$ cat config.mk
export PLATFORM = sky130hd
export DESIGN_NAME = acc_top
export DESIGN_NICKNAME = d
export VERILOG_FILES = /design/src/rtl/acc_pkg.sv /design/src/rtl/acc_clkdiv.sv /design/src/rtl/acc_pinmux.sv /design/src/rtl/acc_top.sv
export VERILOG_INCLUDE_DIRS = /design/src /design/src/rtl
export SDC_FILE = /design/constraint.sdc
export NUM_CORES = 1
export LEC_CHECK = 0
export BUFFER_PORTS_ARGS = -buffer_cell sky130_fd_sc_hd__buf_4
export CORE_ASPECT_RATIO = 0.7
export CORE_UTILIZATION = 49
export CTS_CLUSTER_DIAMETER = 30
export DETAILED_ROUTE_END_ITERATION = 16
export PLACE_DENSITY = 0.87
export SLEW_MARGIN = 25
export SYNTH_ARGS = -nofsm -noshare
export SYNTH_HDL_FRONTEND = slang
export SYNTH_SLANG_ARGS = --single-unit
$ cat constraint.sdc
create_clock -name clk_i -period 3.5 [get_ports clk_i]
set_input_delay 0.7 -clock clk_i [delete_from_list [all_inputs] [get_ports clk_i]]
set_output_delay 0.7 -clock clk_i [all_outputs]
set_load 0.01 [all_outputs]
$ cat src/rtl/acc_defs.svh
// register map, field positions, reset values and timing counts
`ifndef ACC_DEFS_SVH
`define ACC_DEFS_SVH

// register byte offsets
`define ACC_OFF_CTRL0      8'h00
`define ACC_OFF_CTRL1      8'h04
`define ACC_OFF_AEN_LO     8'h08
`define ACC_OFF_AEN_HI     8'h0C
`define ACC_OFF_IRQ        8'h10
`define ACC_OFF_RESULT     8'h14

// conv_control_reg0 fields
`define ACC_C0_START       7
`define ACC_C0_BUSY        6
`define ACC_C0_PWR_OFF     5
// conv_control_reg1 fields
`define ACC_C1_REF_SEL     3
`define ACC_C1_DIV_HI      2
`define ACC_C1_DIV_LO      0
// interrupt register fields
`define ACC_IRQ_FLAG       0
`define ACC_IRQ_EN         1

// reset values
`define ACC_RST_PWR_OFF    1'b1
`define ACC_RST_DIV        3'h0
`define ACC_RST_AEN        10'h3FF

// conversion length in converter clock periods, minus one
`define ACC_CONV_LAST      4'hF

// converter clock period window and system clock
`define ACC_CLK_NS         20
`define ACC_TADCK_MIN_NS   500
`define ACC_TADCK_MAX_NS   10000
`define ACC_TADCK_MIN_CYC  ((`ACC_TADCK_MIN_NS + `ACC_CLK_NS - 1) / `ACC_CLK_NS)
`define ACC_TADCK_MAX_CYC  (`ACC_TADCK_MAX_NS / `ACC_CLK_NS)

`endif

$ cat src/rtl/acc_pkg.sv
// types shared by the conversion control block
package acc_pkg;
	typedef enum logic [2:0] {
		ACC_IDLE  = 3'b001,
		ACC_RESET = 3'b010,
		ACC_CONV  = 3'b100
	} acc_state_t;
endpackage

$ cat src/rtl/acc_clkdiv.sv
// converter clock divider producing one tick per converter clock period
`timescale 1ns/1ps
`default_nettype none
module acc_clkdiv
	import acc_pkg::*;
(
	input  wire logic       clk_i,
	input  wire logic       rst_i,
	input  wire logic       clr_i,
	input  wire logic       en_i,
	input  wire logic [2:0] sel_i,
	output logic            tick_o
);
	logic [5:0] cnt_q;
	logic [5:0] cnt_d;
	logic [5:0] mask;

	// divide ratio mask; the undefined code runs as the slowest ratio
	always_comb begin
		unique case (sel_i)
			3'h0: mask = 6'h00;
			3'h1: mask = 6'h01;
			3'h2: mask = 6'h03;
			3'h3: mask = 6'h07;
			3'h4: mask = 6'h0F;
			3'h5: mask = 6'h1F;
			default: mask = 6'h3F;
		endcase
		tick_o = en_i & ~clr_i & ((cnt_q & mask) == mask);
		if (clr_i) begin
			cnt_d = 6'h00;
		end else if (en_i) begin
			cnt_d = cnt_q + 6'h01;
		end else begin
			cnt_d = cnt_q;
		end
	end

	// counter register
	always_ff @(posedge clk_i) begin
		if (rst_i) begin
			cnt_q <= 6'h00;
		end else begin
			cnt_q <= cnt_d;
		end
	end
endmodule
`default_nettype wire

$ cat src/rtl/acc_pinmux.sv
// per-pin steering between analog input and digital port functions
`timescale 1ns/1ps
`default_nettype none
module acc_pinmux
	import acc_pkg::*;
(
	input  wire logic [9:0] analog_en_i,
	input  wire logic [9:0] port_oe_i,
	input  wire logic [9:0] port_pull_i,
	input  wire logic       ref_sel_i,
	output logic      [9:0] pin_oe_o,
	output logic      [9:0] pin_pull_o,
	output logic      [9:0] pin_dig_en_o,
	output logic      [9:0] pin_ain_o,
	output logic            vref_pin_o,
	output logic            vref_other_en_o
);
	genvar i;
	// an analog pin drops its driver, pull-high and digital path
	for (i = 0; i < 10; i++) begin : g_pin
		assign pin_ain_o[i]    = analog_en_i[i];
		assign pin_oe_o[i]     = port_oe_i[i] & ~analog_en_i[i];
		assign pin_pull_o[i]   = port_pull_i[i] & ~analog_en_i[i];
		assign pin_dig_en_o[i] = ~analog_en_i[i];
	end

	// reference pin takes over from its shared functions
	assign vref_pin_o      = ref_sel_i;
	assign vref_other_en_o = ~ref_sel_i;
endmodule
`default_nettype wire

$ cat src/rtl/acc_top.sv
// conversion control: wishbone registers, start sequencing, pin steering
//
// Overview of operation
// start conversion on full high-low start pulse
// start held high resets converter, busy high
// busy flag clears itself when conversion ends
// conversion end sets request, enabled interrupt asserts
// three-bit divider selects system clock ratio
// software keeps converter clock in permitted window
// converter powered only while power-off bit low
// software waits settling time after power on
// reference select picks rail or reference pin
// analog enable makes pin converter input
// analog pin drops its pull-high resistor
// analog enable overrides port direction setting
// conversion lasts sixteen converter clock periods
// twelve-bit result captured at conversion end
// busy high through conversion, falls with request
//
// The register offsets and register access over Wishbone were left to the implementer.
`include "acc_defs.svh"
`timescale 1ns/1ps
`default_nettype none
module acc_top
	import acc_pkg::*;
(
	input  wire logic        clk_i,
	input  wire logic        rst_i,
	input  wire logic        cyc_i,
	input  wire logic        stb_i,
	input  wire logic        we_i,
	input  wire logic [7:0]  adr_i,
	input  wire logic [3:0]  sel_i,
	input  wire logic [31:0] dat_i,
	output logic      [31:0] dat_o,
	output logic             ack_o,
	output logic             conv_rst_o,
	output logic             conv_pd_o,
	output logic             conv_start_o,
	output logic             conv_tick_o,
	output logic             ref_sel_o,
	input  wire logic [11:0] conv_result_i,
	output logic             irq_o,
	input  wire logic [9:0]  port_oe_i,
	input  wire logic [9:0]  port_pull_i,
	output logic      [9:0]  pin_oe_o,
	output logic      [9:0]  pin_pull_o,
	output logic      [9:0]  pin_dig_en_o,
	output logic      [9:0]  pin_ain_o,
	output logic             vref_pin_o,
	output logic             vref_other_en_o
);
	acc_state_t  state_q;
	acc_state_t  state_d;
	logic        start_q;
	logic        start_d;
	logic        pwr_off_q;
	logic        pwr_off_d;
	logic [2:0]  div_q;
	logic [2:0]  div_d;
	logic        ref_q;
	logic        ref_d;
	logic [9:0]  aen_q;
	logic [9:0]  aen_d;
	logic        irq_en_q;
	logic        irq_en_d;
	logic        irq_q;
	logic        irq_d;
	logic        busy_q;
	logic        busy_d;
	logic [3:0]  tcnt_q;
	logic [3:0]  tcnt_d;
	logic [11:0] result_q;
	logic [11:0] result_d;
	logic        ack_q;
	logic        ack_d;
	logic [31:0] dat_q;
	logic [31:0] dat_d;

	logic        wb_req;
	logic        wb_wr;
	logic        tick;
	logic        div_clr;
	logic        done;

	// bus strobes: a write takes effect at the edge where ack is seen
	assign wb_req = cyc_i & stb_i;
	assign wb_wr  = wb_req & we_i & ack_q & sel_i[0];

	// converter clock divider, held clear outside a conversion
	assign div_clr = (state_q != ACC_CONV);

	acc_clkdiv u_div (
		.clk_i  (clk_i),
		.rst_i  (rst_i),
		.clr_i  (div_clr),
		.en_i   (~pwr_off_q),
		.sel_i  (div_q),
		.tick_o (tick)
	);

	// pin and reference steering
	acc_pinmux u_pins (
		.analog_en_i     (aen_q),
		.port_oe_i       (port_oe_i),
		.port_pull_i     (port_pull_i),
		.ref_sel_i       (ref_q),
		.pin_oe_o        (pin_oe_o),
		.pin_pull_o      (pin_pull_o),
		.pin_dig_en_o    (pin_dig_en_o),
		.pin_ain_o       (pin_ain_o),
		.vref_pin_o      (vref_pin_o),
		.vref_other_en_o (vref_other_en_o)
	);

	// last converter period of a valid conversion
	assign done = (state_q == ACC_CONV) & tick & !start_q & !pwr_off_q
		& (tcnt_q == `ACC_CONV_LAST);

	// software-written control registers
	always_comb begin
		start_d   = start_q;
		pwr_off_d = pwr_off_q;
		div_d     = div_q;
		ref_d     = ref_q;
		aen_d     = aen_q;
		irq_en_d  = irq_en_q;
		if (wb_wr) begin
			unique case (adr_i)
				`ACC_OFF_CTRL0: begin
					start_d   = dat_i[`ACC_C0_START];
					pwr_off_d = dat_i[`ACC_C0_PWR_OFF];
				end
				`ACC_OFF_CTRL1: begin
					div_d = dat_i[`ACC_C1_DIV_HI:`ACC_C1_DIV_LO];
					ref_d = dat_i[`ACC_C1_REF_SEL];
				end
				`ACC_OFF_AEN_LO: aen_d[7:0] = dat_i[7:0];
				`ACC_OFF_AEN_HI: aen_d[9:8] = dat_i[1:0];
				`ACC_OFF_IRQ:    irq_en_d = dat_i[`ACC_IRQ_EN];
				default: ;
			endcase
		end
	end

	// control register state
	always_ff @(posedge clk_i) begin
		if (rst_i) begin
			start_q   <= 1'b0;
			pwr_off_q <= `ACC_RST_PWR_OFF;
			div_q     <= `ACC_RST_DIV;
			ref_q     <= 1'b0;
			aen_q     <= `ACC_RST_AEN;
			irq_en_q  <= 1'b0;
		end else begin
			start_q   <= start_d;
			pwr_off_q <= pwr_off_d;
			div_q     <= div_d;
			ref_q     <= ref_d;
			aen_q     <= aen_d;
			irq_en_q  <= irq_en_d;
		end
	end

	// start sequencing: raise resets, fall starts, sixteen periods run
	always_comb begin
		state_d  = state_q;
		busy_d   = busy_q;
		tcnt_d   = tcnt_q;
		result_d = result_q;
		unique case (state_q)
			ACC_IDLE: begin
				if (start_q) begin
					state_d = ACC_RESET;
					busy_d  = 1'b1;
				end
			end
			ACC_RESET: begin
				busy_d = 1'b1;
				tcnt_d = 4'h0;
				if (!start_q) begin
					state_d = pwr_off_q ? ACC_IDLE : ACC_CONV;
				end
			end
			ACC_CONV: begin
				if (start_q) begin
					state_d = ACC_RESET;
					busy_d  = 1'b1;
				end else if (pwr_off_q) begin
					state_d = ACC_IDLE;
				end else if (done) begin
					state_d  = ACC_IDLE;
					busy_d   = 1'b0;
					result_d = conv_result_i;
				end else if (tick) begin
					tcnt_d = tcnt_q + 4'h1;
				end
			end
		endcase
	end

	// sequencer state
	always_ff @(posedge clk_i) begin
		if (rst_i) begin
			state_q  <= ACC_IDLE;
			busy_q   <= 1'b0;
			tcnt_q   <= 4'h0;
			result_q <= 12'h000;
		end else begin
			state_q  <= state_d;
			busy_q   <= busy_d;
			tcnt_q   <= tcnt_d;
			result_q <= result_d;
		end
	end

	// request flag: completion wins over a write-one clear
	always_comb begin
		irq_d = irq_q;
		if (wb_wr && adr_i == `ACC_OFF_IRQ && dat_i[`ACC_IRQ_FLAG]) begin
			irq_d = 1'b0;
		end
		if (done) begin
			irq_d = 1'b1;
		end
	end

	// request flag register
	always_ff @(posedge clk_i) begin
		if (rst_i) begin
			irq_q <= 1'b0;
		end else begin
			irq_q <= irq_d;
		end
	end

	// wishbone answer: one wait cycle, read data captured with ack
	always_comb begin
		ack_d = wb_req & ~ack_q;
		dat_d = dat_q;
		if (wb_req && !ack_q) begin
			dat_d = 32'h0000_0000;
			unique case (adr_i)
				`ACC_OFF_CTRL0: begin
					dat_d[`ACC_C0_START]   = start_q;
					dat_d[`ACC_C0_BUSY]    = busy_q;
					dat_d[`ACC_C0_PWR_OFF] = pwr_off_q;
				end
				`ACC_OFF_CTRL1: begin
					dat_d[`ACC_C1_DIV_HI:`ACC_C1_DIV_LO] = div_q;
					dat_d[`ACC_C1_REF_SEL] = ref_q;
				end
				`ACC_OFF_AEN_LO: dat_d[7:0] = aen_q[7:0];
				`ACC_OFF_AEN_HI: dat_d[1:0] = aen_q[9:8];
				`ACC_OFF_IRQ: begin
					dat_d[`ACC_IRQ_FLAG] = irq_q;
					dat_d[`ACC_IRQ_EN]   = irq_en_q;
				end
				`ACC_OFF_RESULT: dat_d[11:0] = result_q;
				default: ;
			endcase
		end
	end

	// bus answer registers
	always_ff @(posedge clk_i) begin
		if (rst_i) begin
			ack_q <= 1'b0;
			dat_q <= 32'h0000_0000;
		end else begin
			ack_q <= ack_d;
			dat_q <= dat_d;
		end
	end

	// outputs toward the bus and the analog core
	assign ack_o        = ack_q;
	assign dat_o        = dat_q;
	assign conv_rst_o   = (state_q == ACC_RESET);
	assign conv_pd_o    = pwr_off_q;
	assign conv_start_o = (state_q == ACC_RESET) & !start_q & !pwr_off_q;
	assign conv_tick_o  = tick;
	assign ref_sel_o    = ref_q;
	assign irq_o        = irq_q & irq_en_q;
endmodule
`default_nettype wire

==> impl_metrics.json <==
{
  "met2_length_mm": 3.78,
  "wirelength_mm": 7.76,
  "cts-buffers-inserted": 9,
  "reg2reg_from": "div_q[1]",
  "hpwl_mm": 5.96,
  "avgSynthCellArea_sq_um": 8.87,
  "grt_usage_pct": 24.3,
  "drt_iter0_drc": 178,
  "ys_seq_area_share_pct": 37.9,
  "grt-ovfl-total": 0,
  "synth_edf_count": 0,
  "synth-async-reset-ratio_pct": 0,
  "crit_chain": "inv_1 > ha_1 > nor2_1 > o211ai_1 > nor4b_1 > buf_4",
  "wl_per_cell_um": 14.8,
  "worstMarginPinSlew_ns": 0.697,
  "h-tree-depth": 3,
  "clock_latency_ns": 0.34,
  "grt_first_pass_wirelength_mm": 11.6,
  "fin_total_pwr_mw": 1.34,
  "drive_gt1_share_pct": 32.0,
  "clock_sinks": 57,
  "critPathCaptureType": "output port",
  "final_antenna_net_count": 0,
  "cpMaxStageDelayCell": "dfxtp_1",
  "pin_count": 162,
  "nets": 532,
  "top_layer": "met4",
  "path_max_fanout": 6,
  "setup_tns_ns": 0,
  "initial_core_util_pct": 51.7,
  "route.met3.wl_um": 701,
  "min_period_over_period_pct": 76.0,
  "cap_violations": 0,
  "critPathArrivalTime_ns": 1.96,
  "ys_ff_latch": 57,
  "cts_resized": 0,
  "maxSlewHeadroom_pct": 52.9,
  "cp-start-kind": "flop",
  "status": "complete, no violations",
  "ir_drop_mv": 0.260,
  "vias_per_cell": 5.36,
  "hp-start": "tcnt_q[3]",
  "clkTransAtPathRegs_ns": 0.06,
  "design.die.area_sq_mm": 0.00646,
  "grt_max_degree": 56,
  "syn_inst": 339,
  "first_pass_iters": 4,
  "clock_path_buffers": 2,
  "critPathKind": "reg -> out",
  "synthFlopType": "dfxtp_1",
  "wl_met1_mm": 3.16,
  "io_buffers": 114,
  "hold_class": "reg -> reg",
  "dr_total_vias": 2813,
  "cts-root-buf": "clkbuf_8",
  "cts_hold_buf": 0,
  "startpoint": "div_q[1]",
  "synthesis.area_sq_mm": 0.00301,
  "critPathRequiredTime_ns": 2.80,
  "antenna_cells": 0,
  "cts_tree": "yes",
  "drc": 0,
  "areaGrowthSynthToFinish_pct": 31.5,
  "post-cts-setup-buffer-count": 0,
  "gp_congestion": 0.815,
  "ys_warn_count": 0,
  "reg2reg_slack_ns": 1.07,
  "chipWidth_um": 95.6,
  "core_sq_mm": 0.00581,
  "die_y_um": 67.6,
  "power.density_mw_per_mm2": 340,
  "setup_viol": 0,
  "finalHoldViolCount": 0,
  "fin_crit_ns": 2.66,
  "yosysUniqueCellTypes": 55,
  "fmax_mhz": 376,
  "rsz0062_at_grt": "no",
  "antenna_found_initial": 0,
  "leakage_nw": 1.86,
  "cp_slowest_stage_delay_ns": 0.43,
  "row_count": 23,
  "maxSlewViolCount": 0,
  "grt_pass1_vias": 2418,
  "finClkSkew_ns": 0.00750
}
registers in the layout (all words and copies together), names as in the netlist:
name	cells
result_q	12
conv_pd_o	1
irq_q	1
tcnt_q	4
start_q	1
div_q	3
ack_o	1
state_q	3
u_div.cnt_q	6
aen_q	10
dat_o	12
irq_en_q	1
busy_q	1
ref_sel_o	1
power breakdown:
| group | switching (mW) | internal (mW) | total (mW) |
|---|---|---|---|
| Clock | 0.251 | 0.310 | 0.561 |
| Combinational | 0.0563 | 0.0639 | 0.120 |
| Sequential | 0.00776 | 0.655 | 0.663 |
cell usage in the layout, fill, tap and decap left out, types with 5 or more instances in the layout:
| master | netlist | routed |
|---|---|---|
| ha_1 | 5 | 5 |
| nor2_1 | 59 | 59 |
| clkbuf_8 | 1 | 12 |
| nand3_1 | 8 | 8 |
| a22oi_1 | 11 | 11 |
| conb_1 | 1 | 20 |
| o21ai_0 | 5 | 5 |
| dfxtp_1 | 57 | 57 |
| inv_1 | 15 | 15 |
| nor2b_1 | 27 | 27 |
| a211o_1 | 9 | 9 |
| and3_1 | 7 | 7 |
| nand2_1 | 8 | 8 |
| buf_4 | 22 | 115 |
| mux2i_1 | 25 | 25 |
| a21oi_1 | 8 | 8 |
worst max-delay path: cells and delay by family (launching register included):
kind | cells | cell delay (ns)
flops | 1 | 0.43
fa+ha+maj | 1 | 0.30
buf+inv | 2 | 0.28
compound gates | 1 | 0.17
simple gates | 2 | 0.42
final cells by class:
cell class / count / area (sq um)
Timing Repair Buffer: 115 / 863
Inverter: 15 / 56.3
Clock inverter: 2 / 12.5
Multi-Input combinational cell: 248 / 1620
Sequential cell: 57 / 1140
Tap cell: 75 / 93.8
Clock buffer: 13 / 169
Fill cell: 487 / 1860
metrics by stage:
step	hold slack (ns)	instances	setup slack (ns)	area [sq um]	util [%]
2_1_floorplan	0.442	358	1.32	3080	-
3_3_place_gp	0.456	510	0.921	3770	64.9
3_5_place_dp	0.484	510	0.869	3770	64.9
4_1_cts	0.491	525	0.786	3960	68.0
5_1_grt	0.516	525	0.733	3960	68.0
6_report	0.482	525	0.840	3960	68.0
per-layer routing:
metal,vias up,global-route usage (%)
met3,14,7.77
met5,-,0
met4,0,10.4
met1,1331,29.3
li1,1348,-
met2,120,40.2
logic make-up after synthesis:
kind of cell             share of synthesized area [%]
other                                            0.125
AND/OR/NAND/NOR                                   25.7
flip-flops                                        37.9
adder cells (fa/ha/maj)                           2.08
XOR/XNOR                                          1.75
buffers and inverters                             10.6
multiplexers                                      8.32
AO/OA/AOI/OAI                                     13.5
path summary, 6_finish.rpt:
kind                                    end  cells past startpoint
worst min register to register    tcnt_q[3]                      2
worst max-delay path            conv_tick_o                      6
worst min-delay path              tcnt_q[3]                      2
worst max register to register   state_q[0]                      8
cell usage after synthesis (all sizes together), types with 3 or more instances:
library cell / instances / share of area (%)
nor3b: 3 / 0.75
a22oi: 11 / 2.7
nand2: 8 / 1.0
o21ai: 5 / 0.83
nand3: 8 / 1.3
nand2b: 3 / 0.71
nor3: 4 / 0.83
xnor2: 3 / 0.87
mux2i: 25 / 8.3
inv: 15 / 1.9
a21oi: 8 / 1.3
nor2b: 27 / 5.6
a211o: 9 / 2.6
nor4b: 3 / 1.4
dfxtp: 57 / 38
clkbuf: 10 / 1.7
xor2: 3 / 0.87
nor2: 59 / 7.4
ha: 5 / 2.1
o22ai: 3 / 0.62
buf: 28 / 7.1
o2bb2ai: 3 / 0.87
and3: 8 / 1.7
(Power assumes the default switching activity.)
